$ cat src/tpo_regs.vh
// Register map, field positions, reset values and timing constants of the output stage.
`ifndef TPO_REGS_VH
`define TPO_REGS_VH

`define TPO_CTRL_ADDR     8'h00
`define TPO_DEMAND_ADDR   8'h04
`define TPO_PERIOD_ADDR   8'h08
`define TPO_MINP_ADDR     8'h0C
`define TPO_RUNON_ADDR    8'h10
`define TPO_SLACK_ADDR    8'h14
`define TPO_FALLBK_ADDR   8'h18
`define TPO_STATUS_ADDR   8'h1C

`define TPO_CTRL_POL      0
`define TPO_CTRL_BAD      1
`define TPO_CTRL_STANDBY_VALVE_ACTION     2
`define TPO_CTRL_VP       3
`define TPO_CTRL_ACT_LO   4
`define TPO_CTRL_ACT_HI   5

`define TPO_ACT_HOLD      2'h0
`define TPO_ACT_OPEN      2'h1
`define TPO_ACT_CLOSE     2'h2

`define TPO_CTRL_RST      6'h00
`define TPO_DEMAND_RST    10'h000
`define TPO_PERIOD_RST    10'h000
`define TPO_MINP_RST      11'h000
`define TPO_RUNON_RST     9'h000
`define TPO_SLACK_RST     9'h000
`define TPO_FALLBK_RST    10'h000

`define TPO_DEMAND_MAX    10'h3E8
`define TPO_DEMAND_HALF   10'h1F4
`define TPO_PERIOD_MAX    10'h258
`define TPO_MINP_MAX      11'h5DC
`define TPO_TIME30_MAX    9'h12C
`define TPO_MINP_AUTO     11'h00A

`define TPO_TICK_NS       100000000
`define TPO_CLK_NS        4
`define TPO_TICK_CYCLES   (`TPO_TICK_NS / `TPO_CLK_NS)

`define TPO_RESP_OKAY     2'h0
`define TPO_RESP_SLVERR   2'h2

`endif

$ cat src/tpo_core.v
// Time-proportioning output stage with an AXI4-Lite register port.
// Overview of operation
// - Period setting 0..600 s, zero selects automatic.
// - Automatic mode adapts period to keep ripple constant.
// - Automatic period 4x min pulse at half demand.
// - Fixed nonzero period held while demand constant.
// - Fixed mode stretches period to honour min pulse.
// - Normal sense: output off when demand off.
// - Inverted sense: output off while alarm active.
// - Digital input active high normal, low inverted.
// - Valve outputs allow motor run-on, 0..30 s.
// - Valve outputs add linkage slack time, 0..30 s.
// - Standby action: hold, open or close valve.
// - Raise on lower channel, lower on next.
// - Bad input status selects substitute demand.
// - Min pulse between any switching, 0..150 s, 0=auto.
// - On fraction of period equals demand.
`timescale 1ns/1ps
`include "tpo_regs.vh"
module tpo_core #(
    parameter TICK_CYCLES = `TPO_TICK_CYCLES
) (
    input  wire        aclk,
    input  wire        aresetn,
    input  wire [7:0]  s_axi_awaddr,
    input  wire        s_axi_awvalid,
    output reg         s_axi_awready,
    input  wire [31:0] s_axi_wdata,
    input  wire [3:0]  s_axi_wstrb,
    input  wire        s_axi_wvalid,
    output reg         s_axi_wready,
    output reg  [1:0]  s_axi_bresp,
    output reg         s_axi_bvalid,
    input  wire        s_axi_bready,
    input  wire [7:0]  s_axi_araddr,
    input  wire        s_axi_arvalid,
    output reg         s_axi_arready,
    output reg  [31:0] s_axi_rdata,
    output reg  [1:0]  s_axi_rresp,
    output reg         s_axi_rvalid,
    input  wire        s_axi_rready,
    input  wire        alarm_active,
    input  wire        digital_in_pin,
    output reg         duty_switched_output,
    output reg         valve_raise,
    output reg         valve_lower,
    output reg         digital_in_active
);
    localparam S_CALC = 3'h0;
    localparam S_DIV1 = 3'h1;
    localparam S_DIV2 = 3'h2;
    localparam S_LOAD = 3'h3;
    localparam S_ON   = 3'h4;
    localparam S_OFF  = 3'h5;

    reg [5:0]  ctrl;
    reg [9:0]  demand;
    reg [9:0]  pulse_period_setting;
    reg [10:0] min_pulse;
    reg [8:0]  motor_run_on_time;
    reg [8:0]  linkage_slack_time;
    reg [9:0]  bad_status_substitute;

    reg [7:0]  aw_addr;
    reg        aw_held;
    reg [31:0] w_data;
    reg [3:0]  w_strb;
    reg        w_held;

    reg [2:0]  state;
    reg [23:0] div_num;
    reg [9:0]  div_den;
    reg [9:0]  div_rem;
    reg [4:0]  div_cnt;
    reg [23:0] short_len;
    reg [23:0] on_len;
    reg [23:0] off_len;
    reg [23:0] phase_cnt;
    reg        hi_side;
    reg        last_dir;
    reg        alarm_meta;
    reg        alarm_sync;
    reg        din_meta;
    reg        din_sync;

    wire        tick;
    wire        point_polarity = ctrl[`TPO_CTRL_POL];
    wire        vp_mode        = ctrl[`TPO_CTRL_VP];
    wire        standby        = ctrl[`TPO_CTRL_STANDBY_VALVE_ACTION];
    wire [1:0]  standby_valve_action = ctrl[`TPO_CTRL_ACT_HI:`TPO_CTRL_ACT_LO];
    wire [9:0]  eff_demand;
    wire [9:0]  dm;
    wire [10:0] min_eff;
    wire [23:0] min24;
    wire [23:0] period24;
    wire [10:0] rem_sh;
    wire        do_write;
    wire [31:0] wmerge;

    tpo_tick #(
        .CYCLES (TICK_CYCLES)
    ) u_tick (
        .aclk    (aclk),
        .aresetn (aresetn),
        .tick    (tick)
    );

    // Replaces the loop demand while the input status is bad.
    assign eff_demand = ctrl[`TPO_CTRL_BAD] ? bad_status_substitute : demand;
    // Distance from the nearer of fully off and fully on; the shorter interval follows it.
    assign dm = (eff_demand > `TPO_DEMAND_HALF) ? (`TPO_DEMAND_MAX - eff_demand) : eff_demand;
    assign min_eff  = (min_pulse == 11'h000) ? `TPO_MINP_AUTO : min_pulse;
    assign min24    = {13'h0000, min_eff};
    assign period24 = {14'h0000, pulse_period_setting} * 24'h00000A;
    assign rem_sh   = {div_rem, div_num[23]};

    // Register writes: address and data may arrive in either order.
    always @(posedge aclk) begin
        if (!aresetn) begin
            s_axi_awready <= 1'b0;
            s_axi_wready  <= 1'b0;
            aw_held       <= 1'b0;
            w_held        <= 1'b0;
            aw_addr       <= 8'h00;
            w_data        <= 32'h0000_0000;
            w_strb        <= 4'h0;
        end else begin
            s_axi_awready <= !aw_held && !s_axi_awready && s_axi_awvalid;
            s_axi_wready  <= !w_held && !s_axi_wready && s_axi_wvalid;
            if (s_axi_awvalid && s_axi_awready) begin
                aw_held <= 1'b1;
                aw_addr <= s_axi_awaddr;
            end else if (do_write) begin
                aw_held <= 1'b0;
            end
            if (s_axi_wvalid && s_axi_wready) begin
                w_held <= 1'b1;
                w_data <= s_axi_wdata;
                w_strb <= s_axi_wstrb;
            end else if (do_write) begin
                w_held <= 1'b0;
            end
        end
    end

    assign do_write = aw_held && w_held && !s_axi_bvalid;

    function [31:0] merge;
        input [31:0] old;
        input [31:0] new_val;
        input [3:0]  strb;
        integer i;
        begin
            merge = old;
            for (i = 0; i < 4; i = i + 1) begin
                if (strb[i]) begin
                    merge[i*8 +: 8] = new_val[i*8 +: 8];
                end
            end
        end
    endfunction

    function [31:0] read_reg;
        input [7:0] addr;
        begin
            case (addr)
                `TPO_CTRL_ADDR:   read_reg = {26'h0, ctrl};
                `TPO_DEMAND_ADDR: read_reg = {22'h0, demand};
                `TPO_PERIOD_ADDR: read_reg = {22'h0, pulse_period_setting};
                `TPO_MINP_ADDR:   read_reg = {21'h0, min_pulse};
                `TPO_RUNON_ADDR:  read_reg = {23'h0, motor_run_on_time};
                `TPO_SLACK_ADDR:  read_reg = {23'h0, linkage_slack_time};
                `TPO_FALLBK_ADDR: read_reg = {22'h0, bad_status_substitute};
                `TPO_STATUS_ADDR: read_reg = {25'h0, state, digital_in_active,
                                              valve_lower, valve_raise,
                                              duty_switched_output};
                default:          read_reg = 32'h0000_0000;
            endcase
        end
    endfunction

    assign wmerge = merge(read_reg(aw_addr), w_data, w_strb);

    // Settings whose low 16 bits exceed their range are clipped so the timing never overflows.
    always @(posedge aclk) begin
        if (!aresetn) begin
            ctrl                  <= `TPO_CTRL_RST;
            demand                <= `TPO_DEMAND_RST;
            pulse_period_setting  <= `TPO_PERIOD_RST;
            min_pulse             <= `TPO_MINP_RST;
            motor_run_on_time     <= `TPO_RUNON_RST;
            linkage_slack_time    <= `TPO_SLACK_RST;
            bad_status_substitute <= `TPO_FALLBK_RST;
            s_axi_bvalid          <= 1'b0;
            s_axi_bresp           <= `TPO_RESP_OKAY;
        end else if (do_write) begin
            s_axi_bvalid <= 1'b1;
            s_axi_bresp  <= `TPO_RESP_OKAY;
            case (aw_addr)
                `TPO_CTRL_ADDR:   ctrl <= wmerge[5:0];
                `TPO_DEMAND_ADDR: demand <= (wmerge[15:0] > 16'h03E8) ?
                                            `TPO_DEMAND_MAX : wmerge[9:0];
                `TPO_PERIOD_ADDR: pulse_period_setting <= (wmerge[15:0] > 16'h0258) ?
                                            `TPO_PERIOD_MAX : wmerge[9:0];
                `TPO_MINP_ADDR:   min_pulse <= (wmerge[15:0] > 16'h05DC) ?
                                            `TPO_MINP_MAX : wmerge[10:0];
                `TPO_RUNON_ADDR:  motor_run_on_time <= (wmerge[15:0] > 16'h012C) ?
                                            `TPO_TIME30_MAX : wmerge[8:0];
                `TPO_SLACK_ADDR:  linkage_slack_time <= (wmerge[15:0] > 16'h012C) ?
                                            `TPO_TIME30_MAX : wmerge[8:0];
                `TPO_FALLBK_ADDR: bad_status_substitute <= (wmerge[15:0] > 16'h03E8) ?
                                            `TPO_DEMAND_MAX : wmerge[9:0];
                `TPO_STATUS_ADDR: s_axi_bresp <= `TPO_RESP_OKAY;
                default:          s_axi_bresp <= `TPO_RESP_SLVERR;
            endcase
        end else if (s_axi_bvalid && s_axi_bready) begin
            s_axi_bvalid <= 1'b0;
        end
    end

    // Register reads answer one cycle after the address is taken.
    always @(posedge aclk) begin
        if (!aresetn) begin
            s_axi_arready <= 1'b0;
            s_axi_rvalid  <= 1'b0;
            s_axi_rdata   <= 32'h0000_0000;
            s_axi_rresp   <= `TPO_RESP_OKAY;
        end else begin
            s_axi_arready <= !s_axi_rvalid && !s_axi_arready && s_axi_arvalid;
            if (s_axi_arvalid && s_axi_arready) begin
                s_axi_rvalid <= 1'b1;
                s_axi_rdata  <= read_reg(s_axi_araddr);
                s_axi_rresp  <= (s_axi_araddr[7:2] > 6'h07 || s_axi_araddr[1:0] != 2'h0) ?
                                `TPO_RESP_SLVERR : `TPO_RESP_OKAY;
            end else if (s_axi_rvalid && s_axi_rready) begin
                s_axi_rvalid <= 1'b0;
            end
        end
    end

    // Pulse scheduler. Each period starts in S_CALC, which sets up the division; S_DIV1 works out the shorter of the on and
    // off intervals, then a subtraction (fixed period) or S_DIV2 (auto or stretched period) the longer one so the duty matches the demand.
    always @(posedge aclk) begin
        if (!aresetn) begin
            state     <= S_CALC;
            div_num   <= 24'h000000;
            div_den   <= 10'h000;
            div_rem   <= 10'h000;
            div_cnt   <= 5'h00;
            short_len <= 24'h000000;
            on_len    <= 24'h000000;
            off_len   <= 24'h000000;
            phase_cnt <= 24'h000000;
            hi_side   <= 1'b0;
            last_dir  <= 1'b0;
        end else begin
            case (state)
                S_CALC: begin
                    hi_side <= eff_demand > `TPO_DEMAND_HALF;
                    div_rem <= 10'h000;
                    div_cnt <= 5'h00;
                    div_den <= `TPO_DEMAND_MAX;
                    if (eff_demand == 10'h000 ||
                        (vp_mode && eff_demand == `TPO_DEMAND_HALF)) begin
                        on_len  <= 24'h000000;
                        off_len <= min24;
                        state   <= S_LOAD;
                    end else if (eff_demand == `TPO_DEMAND_MAX) begin
                        on_len  <= min24;
                        off_len <= 24'h000000;
                        state   <= S_LOAD;
                    end else begin
                        // Fixed: period share of dm; auto: twice the min pulse at half.
                        div_num <= ((pulse_period_setting != 10'h000) ? period24 :
                                    {min24[21:0], 2'b00}) * {14'h0000, dm};
                        state   <= S_DIV1;
                    end
                end
                S_DIV1, S_DIV2: begin
                    if (rem_sh >= {1'b0, div_den}) begin
                        div_rem <= rem_sh[9:0] - div_den;
                        div_num <= {div_num[22:0], 1'b1};
                    end else begin
                        div_rem <= rem_sh[9:0];
                        div_num <= {div_num[22:0], 1'b0};
                    end
                    div_cnt <= div_cnt + 5'h01;
                    if (div_cnt == 5'h17 && state == S_DIV1) begin
                        div_rem <= 10'h000;
                        div_cnt <= 5'h00;
                        div_den <= dm;
                        if (pulse_period_setting != 10'h000 &&
                            {div_num[22:0], rem_sh >= {1'b0, div_den}} >= min24) begin
                            short_len <= {div_num[22:0], rem_sh >= {1'b0, div_den}};
                            div_num   <= period24 - {div_num[22:0], rem_sh >= {1'b0, div_den}};
                            state     <= S_LOAD;
                        end else begin
                            // Auto period, or too short for the min pulse: stretch the period just enough.
                            short_len <= ({div_num[22:0], rem_sh >= {1'b0, div_den}} > min24) ?
                                         {div_num[22:0], rem_sh >= {1'b0, div_den}} : min24;
                            div_num   <= (({div_num[22:0], rem_sh >= {1'b0, div_den}} > min24) ?
                                         {div_num[22:0], rem_sh >= {1'b0, div_den}} : min24) *
                                         {14'h0000, `TPO_DEMAND_MAX - dm};
                            state     <= S_DIV2;
                        end
                    end else if (div_cnt == 5'h17) begin
                        state <= S_LOAD;
                    end
                end
                S_LOAD: begin
                    // Lengths come from the divider unless a constant level was chosen.
                    if (on_len != 24'h000000 || off_len != 24'h000000) begin
                        phase_cnt <= (on_len != 24'h000000) ? on_len : off_len;
                        state     <= (on_len != 24'h000000) ? S_ON : S_OFF;
                    end else begin
                        on_len    <= hi_side ? div_num : short_len;
                        off_len   <= hi_side ? short_len : div_num;
                        phase_cnt <= (hi_side ? div_num : short_len) +
                                     ((vp_mode && hi_side != last_dir) ?
                                      {15'h0000, linkage_slack_time} : 24'h000000);
                        last_dir  <= hi_side;
                        state     <= S_ON;
                    end
                end
                S_ON: begin
                    if (tick) begin
                        if (phase_cnt <= 24'h000001) begin
                            // The motor coasts after drive removal, so the rest is lengthened.
                            phase_cnt <= off_len + (vp_mode ?
                                         {15'h0000, motor_run_on_time} : 24'h000000);
                            state     <= (off_len == 24'h000000) ? S_CALC : S_OFF;
                            on_len    <= (off_len == 24'h000000) ? 24'h000000 : on_len;
                        end else begin
                            phase_cnt <= phase_cnt - 24'h000001;
                        end
                    end
                end
                S_OFF: begin
                    if (tick) begin
                        if (phase_cnt <= 24'h000001) begin
                            on_len  <= 24'h000000;
                            off_len <= 24'h000000;
                            state   <= S_CALC;
                        end else begin
                            phase_cnt <= phase_cnt - 24'h000001;
                        end
                    end
                end
                default: state <= S_CALC;
            endcase
        end
    end

    always @(posedge aclk) begin
        if (!aresetn) begin
            alarm_meta <= 1'b0;
            alarm_sync <= 1'b0;
            din_meta   <= 1'b0;
            din_sync   <= 1'b0;
        end else begin
            alarm_meta <= alarm_active;
            alarm_sync <= alarm_meta;
            din_meta   <= digital_in_pin;
            din_sync   <= din_meta;
        end
    end

    // Outputs; in valve-mode standby the valve pair follows the configured action.
    always @(posedge aclk) begin
        if (!aresetn) begin
            duty_switched_output <= 1'b0;
            valve_raise          <= 1'b0;
            valve_lower          <= 1'b0;
            digital_in_active    <= 1'b0;
        end else begin
            digital_in_active <= point_polarity ? !din_sync : din_sync;
            if (vp_mode) begin
                duty_switched_output <= 1'b0;
                if (standby) begin
                    valve_raise <= standby_valve_action == `TPO_ACT_OPEN;
                    valve_lower <= standby_valve_action == `TPO_ACT_CLOSE;
                end else begin
                    valve_raise <= state == S_ON && hi_side;
                    valve_lower <= state == S_ON && !hi_side;
                end
            end else begin
                valve_raise          <= 1'b0;
                valve_lower          <= 1'b0;
                duty_switched_output <= point_polarity ? !alarm_sync :
                                        (!standby && state == S_ON);
            end
        end
    end
endmodule // tpo_core

$ cat src/tpo_tick.v
// Divider that makes the one-cycle tenth-of-a-second time base.
`timescale 1ns/1ps
module tpo_tick #(
    parameter CYCLES = 25000000
) (
    input  wire        aclk,
    input  wire        aresetn,
    output reg         tick
);
    reg [31:0] count;

    always @(posedge aclk) begin
        if (!aresetn) begin
            count <= 32'h0000_0000;
            tick  <= 1'b0;
        end else if (count >= CYCLES - 1) begin
            count <= 32'h0000_0000;
            tick  <= 1'b1;
        end else begin
            count <= count + 32'h0000_0001;
            tick  <= 1'b0;
        end
    end
endmodule // tpo_tick

$ cat config.mk
export PLATFORM = sky130hd
export DESIGN_NAME = tpo_core
export DESIGN_NICKNAME = d
export VERILOG_FILES = /design/src/tpo_core.v /design/src/tpo_tick.v
export VERILOG_INCLUDE_DIRS = /design/src
export SDC_FILE = /design/constraint.sdc
export NUM_CORES = 2
export LEC_CHECK = 0
export BUFFER_PORTS_ARGS = -buffer_cell sky130_fd_sc_hd__buf_2
export CAP_MARGIN = 40
export CORE_ASPECT_RATIO = 0.75
export CORE_MARGIN = 5
export CORE_UTILIZATION = 52
export CTS_BUF_LIST = sky130_fd_sc_hd__clkbuf_8
export CTS_CLUSTER_SIZE = 12
export DETAILED_ROUTE_END_ITERATION = 10
export PLACE_DENSITY = 0.69
export SLEW_MARGIN = 10
export SYNTH_ARGS = -nofsm -noshare
export SYNTH_HDL_FRONTEND = slang
export SYNTH_SLANG_ARGS = --single-unit
$ cat constraint.sdc
create_clock -name aclk -period 13.3 [get_ports aclk]
set_input_delay 1.33 -clock aclk [delete_from_list [all_inputs] [get_ports aclk]]
set_output_delay 1.33 -clock aclk [all_outputs]
set_load 0.05 [all_outputs]
# Yosys cells after proc, flatten, opt, wreduce, memory -nomap -nowiden
# Cells that the tools add are included.
# Widths: inputs -> output; s select.
# totals
register_bits,325
input_bits,61
output_inout_bits,45
# op_classes
addsub,9
multipliers,3
magnitude_cmp,11
n_eq_ne,37
n_mux,78
bitwise_logic,2
reduce_logical,72
# op_table
operator,n
$mux 24,25
$pmux 11 s8,2
$pmux 24 s3,2
$pmux 24 s4,1
$mux 10,7
$eq 8x5->1 const B,8
$add 24x9->24,2
$pmux 24 s2,1
$reduce_bool 24->1,2
$pmux 10 s2,2
$add 32x1->32 const B,1
$eq 8x4->1 const B,4
$ge 32x25->1 const B,1
$gt 16x10->1 const B,2
$mux 9,3
$ge 24x11->1,1
$gt 24x11->1,1
$le 24x1->1 const B,1
$logic_not 24->1,1
$mul 14x10->24,1
$mul 24x10->24,1
$sub 14x24->24,1
$sub 24x1->24 const B,1
$mux 11,2
49 further kinds,139

# Depth between registers and ports, before layout
# depth
word_depth,8
depth_mapped,45
mapped_depth_nobuf,44

# Hierarchy
# A second synthesis with hierarchy kept.
# hier_totals
hier_cells,3671
area_unflattened_um2,29095.4
# by_module_without_submodules
mod,instances,cells_per_inst,area_each_um2,seq_area_each_um2
tpo_core,1,3517,27654.0,5385.2
tpo_tick,1,154,1441.4,660.6

# Worst setup path after synthesis
# No wires, ideal clock.
# synth_timing
path_type,reg-to-reg
start,reg div_den[1]
end,reg div_num[23]
t_arrival_ns,9.404
slack_ns,3.837
path_stages_with_launch,44
n_path_buf,2
cell_sequence,dfxtp_1 -> inv_1 -> ha_1 -> nor2b_1 -> o21ai_0 -> a21boi_0 -> o21a_1 -> o21ai_0 -> a21oi_1 -> o21ai_0 -> o21ai_1 -> inv_1 -> ha_1 -> nor2b_1 -> o21a_1 -> o21a_1 -> o21a_1 -> o21a_1 -> [... 8 more ...] -> fa_1 -> fa_1 -> inv_1 -> fa_1 -> inv_1 -> ha_1 -> a21o_1 -> a21o_1 -> a21o_1 -> a21o_1 -> a21oi_1 -> o21ai_0 -> a2111oi_0 -> nor3_1 -> nor4b_1 -> o211ai_1 -> and4b_1 -> nand2_1
# synth_via
elab_chain_len,7
# synth_lines
item,line,rtl
"start, declared",tpo_core.v:72,reg [9:0] div_den;
"start signal, assigned",tpo_core.v:262,div_den <= `TPO_DEMAND_MAX;
"start signal, assigned",tpo_core.v:291,div_den <= dm;
$ge 11x10->1 (*),-,
$gt 24x11->1,tpo_core.v:301,"div_num <= (({div_num[22:0], rem_sh >= {1'b0, div_den}} > min24) ?"
$mux 24,tpo_core.v:301,
$mul 24x10->24,tpo_core.v:301,
$mux 24 (*),tpo_core.v:292,if (pulse_period_setting != 10'h000 &&
$mux 24 (*),tpo_core.v:288,if (div_cnt == 5'h17 && state == S_DIV1) begin
$pmux 24 s2 (*),tpo_core.v:257,case (state)
"end signal, assigned",tpo_core.v:285,"div_num <= {div_num[22:0], 1'b0};"
"end signal, assigned",tpo_core.v:295,"div_num <= period24 - {div_num[22:0], rem_sh >= {1'b0, div_den}};"
"end signal, assigned",tpo_core.v:301,
"end, declared",tpo_core.v:71,reg [23:0] div_num;
# Every way passes the cells marked *; elsewhere a longest branch is shown, timed or not.
# A chain may end at the register's enable or synchronous reset.

# Worst setup path in the final report
# layout_timing
start,reg div_num[23]
end,reg div_num[23]
# layout_via
elab_chain_len,7
# layout_lines
item,line,rtl
"start signal, assigned",tpo_core.v:274,div_num <= ((pulse_period_setting != 10'h000) ? period24 :
"start signal, assigned",tpo_core.v:282,"div_num <= {div_num[22:0], 1'b1};"
"start signal, assigned",tpo_core.v:285,
$ge 11x10->1 (*),-,
$gt 24x11->1,tpo_core.v:301,
$mux 24,tpo_core.v:301,
$mul 24x10->24,tpo_core.v:301,
$mux 24 (*),tpo_core.v:292,
$mux 24 (*),tpo_core.v:288,
$pmux 24 s2 (*),tpo_core.v:257,
# Marks and branches as above.

==> results.cfg <==
[run_status]
outcome = finished, final reports clean

[sta]
slew_headroom_pct = 35.86
fin_crit_sh_pct = 80.24
rsz0062_at_grt = false
finalHoldViolCount = 0
setup_viol = 0
fin_crit_ps = 10670
worstMarginPinSlew_ps = 954.0
setup_tns_ps = 0
finClkSkew_ps = 39.58
maxSlewViolCount = 0
fmaxAchievable_mhz = 93.71

[finish]
synthToLayoutAreaGrowth_pct = 7.322
drive_gt1_share_pct = 7.870
final_core_util_pct = 56.33
nNetsFinal = 4144
fillCellCount = 5327
num_antenna_cells = 0

[clocking]
cts_sinks = 302
cts_hold_buf = 0
cts_buffers = 48
cts.clk_slew.worst_paths_ps = 60
clk_latency_ps = 620
postCtsSetupBuffers = 0
cts_tree = done
clockBufferDepth = 3
root_buffer = clkbuf_8
ctsResizeCount = 0
htreeDepth = 2

[synthesis]
async_flop_share_pct = 0
syn_area_sq_um = 29360
synth_top_cell_area_share_pct = 20.60
synthTopCellsByArea = dfxtp_1, fa_1, ha_1, nand2_1, inv_1
ys_types = 100
ys.flop_type = dfxtp_1
netlist_instances = 3667
ys_ff_latch = 302
synth_edf_count = 0
synth_seq_area_share_pct = 20.60
yosysWarnings = 0
yosysTopAreaCell = dfxtp_1
syn_avg_cell_area_sq_um = 8.005

[floorplan]
dieArea_sq_um = 61350
io_pins = 106
core_sq_um = 55930
start_util_pct = 52.49
dieHeight_um = 215.8
fp-row-count = 75
die_x_um = 284.4

[power]
p_leak_nw = 13.88
peakVddDrop_mv = 0.1812
p_total_mw = 6.231
powerDensity_nw_per_um2 = 197.8

[critical_path]
cpPeakStageDelay_ps = 740
cpMaxStageDelayCell = o21ai_0
r2r_cells = 40
cp_data_required_time_ps = 13860
cp.arrival_ps = 11230
path_class = reg2reg
timing.rr.end = div_num[23]
crit_path_frequent_cell = o21ai_0
start_kind = register
cp-end-kind = register
cp_max_fo = 31
rr_startpoint = div_num[23]
r2r_slack_ps = 2630

[detailed_routing]
drt-pass1-iter-count = 6
postRouteWirelength_mm = 92.20
ant_nets = 0
wire_per_inst_um = 20.70
routed-via-count = 26890
post_drt_via_cell_ratio = 6.037
drc = 0
drtIter0Drc = 2774

[global_route]
grt_usage_pct = 29.17
grt_max_degree = 89
grt_pass1_vias = 25280
antenna_found_initial = 1
grt-ovfl-total = 0
grt_pass1_wl_mm = 144.4

[hold_path]
whs_endpoint = alarm_sync
min_from = alarm_meta
hp-class = reg2reg
hold_depth = 1

[placed_design]
place.gp.congestion = 0.9764
io_buffers = 64
place.detailed.hpwl_mm = 70.14

[flow_run]
cap_violations = 0
## cell families after synthesis
kind of cell	Yosys count	share of synthesized area, %
compound gates	876	20.23
xor+xnor	179	5.575
fa+ha+maj	394	22.55
buf+inv	529	7.135
flops	302	20.60
mux	87	3.090
other cells	1	0.01277
simple gates	1299	20.81
## power by group
group,leakage (nW),internal [mW],switching [mW]
registers,2.45,0.980,0.107
logic,10.9,1.65,2.67
clock network,0.544,0.423,0.400
total,13.9,3.05,3.18
## cells in the mapped netlist, types with 11 or more instances
library cell	number
mux2_2	18
ha_1	169
nand2b_1	39
buf_4	23
nand2_1	488
a21oi_1	176
o211a_1	26
buf_1	14
a221oi_1	24
a21o_1	54
nor2b_1	63
o21ai_0	168
a211oi_1	43
o211ai_1	31
dfxtp_1	302
a2111oi_0	11
nand3_1	81
nor2_1	291
nor3_1	84
and2_1	79
fa_1	225
inv_1	312
a31oi_1	34
a22oi_1	46
xor2_1	62
o31ai_1	21
mux2i_1	66
a21boi_0	79
or3_1	15
and3_1	36
nand4_1	20
xnor2_1	112
o21bai_1	20
clkbuf_1	172
o21a_1	27
nor4_1	35
## layout by cell type, fill, tap and decap left out, types with 66 or more instances in the layout
master,n
a21boi_0,79
a21oi_1,176
and2_1,79
buf_2,71
buf_4,82
dfxtp_1,301
fa_1,225
ha_1,169
inv_1,325
mux2i_1,66
nand2_1,488
nand3_1,81
nor2_1,290
nor3_1,82
o21ai_0,167
xnor2_1,111
## worst max-delay path, delay by kind of cell (launching register included)
| family | cells | cell delay [ps] |
|---|---|---|
| AO/OA/AOI/OAI | 20 | 4860 |
| buffers and inverters | 5 | 410 |
| adder cells (fa/ha/maj) | 8 | 3490 |
| flip-flops | 1 | 610 |
| AND/OR/NAND/NOR | 7 | 1220 |
## metrics by stage
stage / hold slack, ps / cell area (sq um) / instances / setup slack [ps]
global route: 468.0 / 31510 / 4454 / 2002
global placement: 419.3 / 30390 / 4349 / 2490
floorplan: 411.9 / 29460 / 3696 / 3837
CTS: 437.8 / 31510 / 4454 / 2786
finish: 434.6 / 31510 / 4454 / 2628
detailed placement: 423.7 / 30550 / 4370 / 2831
## sequential cells by signal (all words and copies together), names as in the netlist, 9 cells and up
register / flops
w_data: 16
pulse_period_setting: 10
u_tick.count: 32
bad_status_substitute: 10
off_len: 24
on_len: 24
short_len: 24
div_num: 24
motor_run_on_time: 9
div_den: 10
demand: 10
min_pulse: 11
linkage_slack_time: 9
div_rem: 10
s_axi_rdata: 11
phase_cnt: 24
## per-layer routing
layer | GRT usage, % | up-vias | routed length [um]
met4 | 6.703 | 0 | 2420
met1 | 44.09 | 12780 | 42360
met2 | 39.87 | 1304 | 36040
met5 | 0 | - | 0
met3 | 9.958 | 197 | 11380
li1 | - | 12610 | -
## how the worst max path moves through the flow
stage	start	end	slack (ps)	cells past startpoint
after global routing	div_num[23]	div_num[23]	2000	40
after CTS	div_den[1]	div_num[23]	2790	43
after detailed placement	div_den[1]	div_num[23]	2830	43
final	div_num[23]	div_num[23]	2630	40
after global placement	div_den[1]	div_num[23]	2490	42
after floorplan	div_den[1]	div_num[23]	3840	43
## layout make-up
| cell class | count | area (sq um) | area share, % |
|---|---|---|---|
| Tap cell | 731 | 914.6 | 2.903 |
| Sequential cell | 302 | 6047 | 19.19 |
| Inverter | 313 | 1176 | 3.733 |
| Timing Repair Buffer | 159 | 1044 | 3.312 |
| Clock inverter | 28 | 186.4 | 0.5917 |
| Multi-Input combinational cell | 2865 | 21370 | 67.82 |
| Clock buffer | 56 | 770.7 | 2.446 |
(Power assumes the default switching activity.)
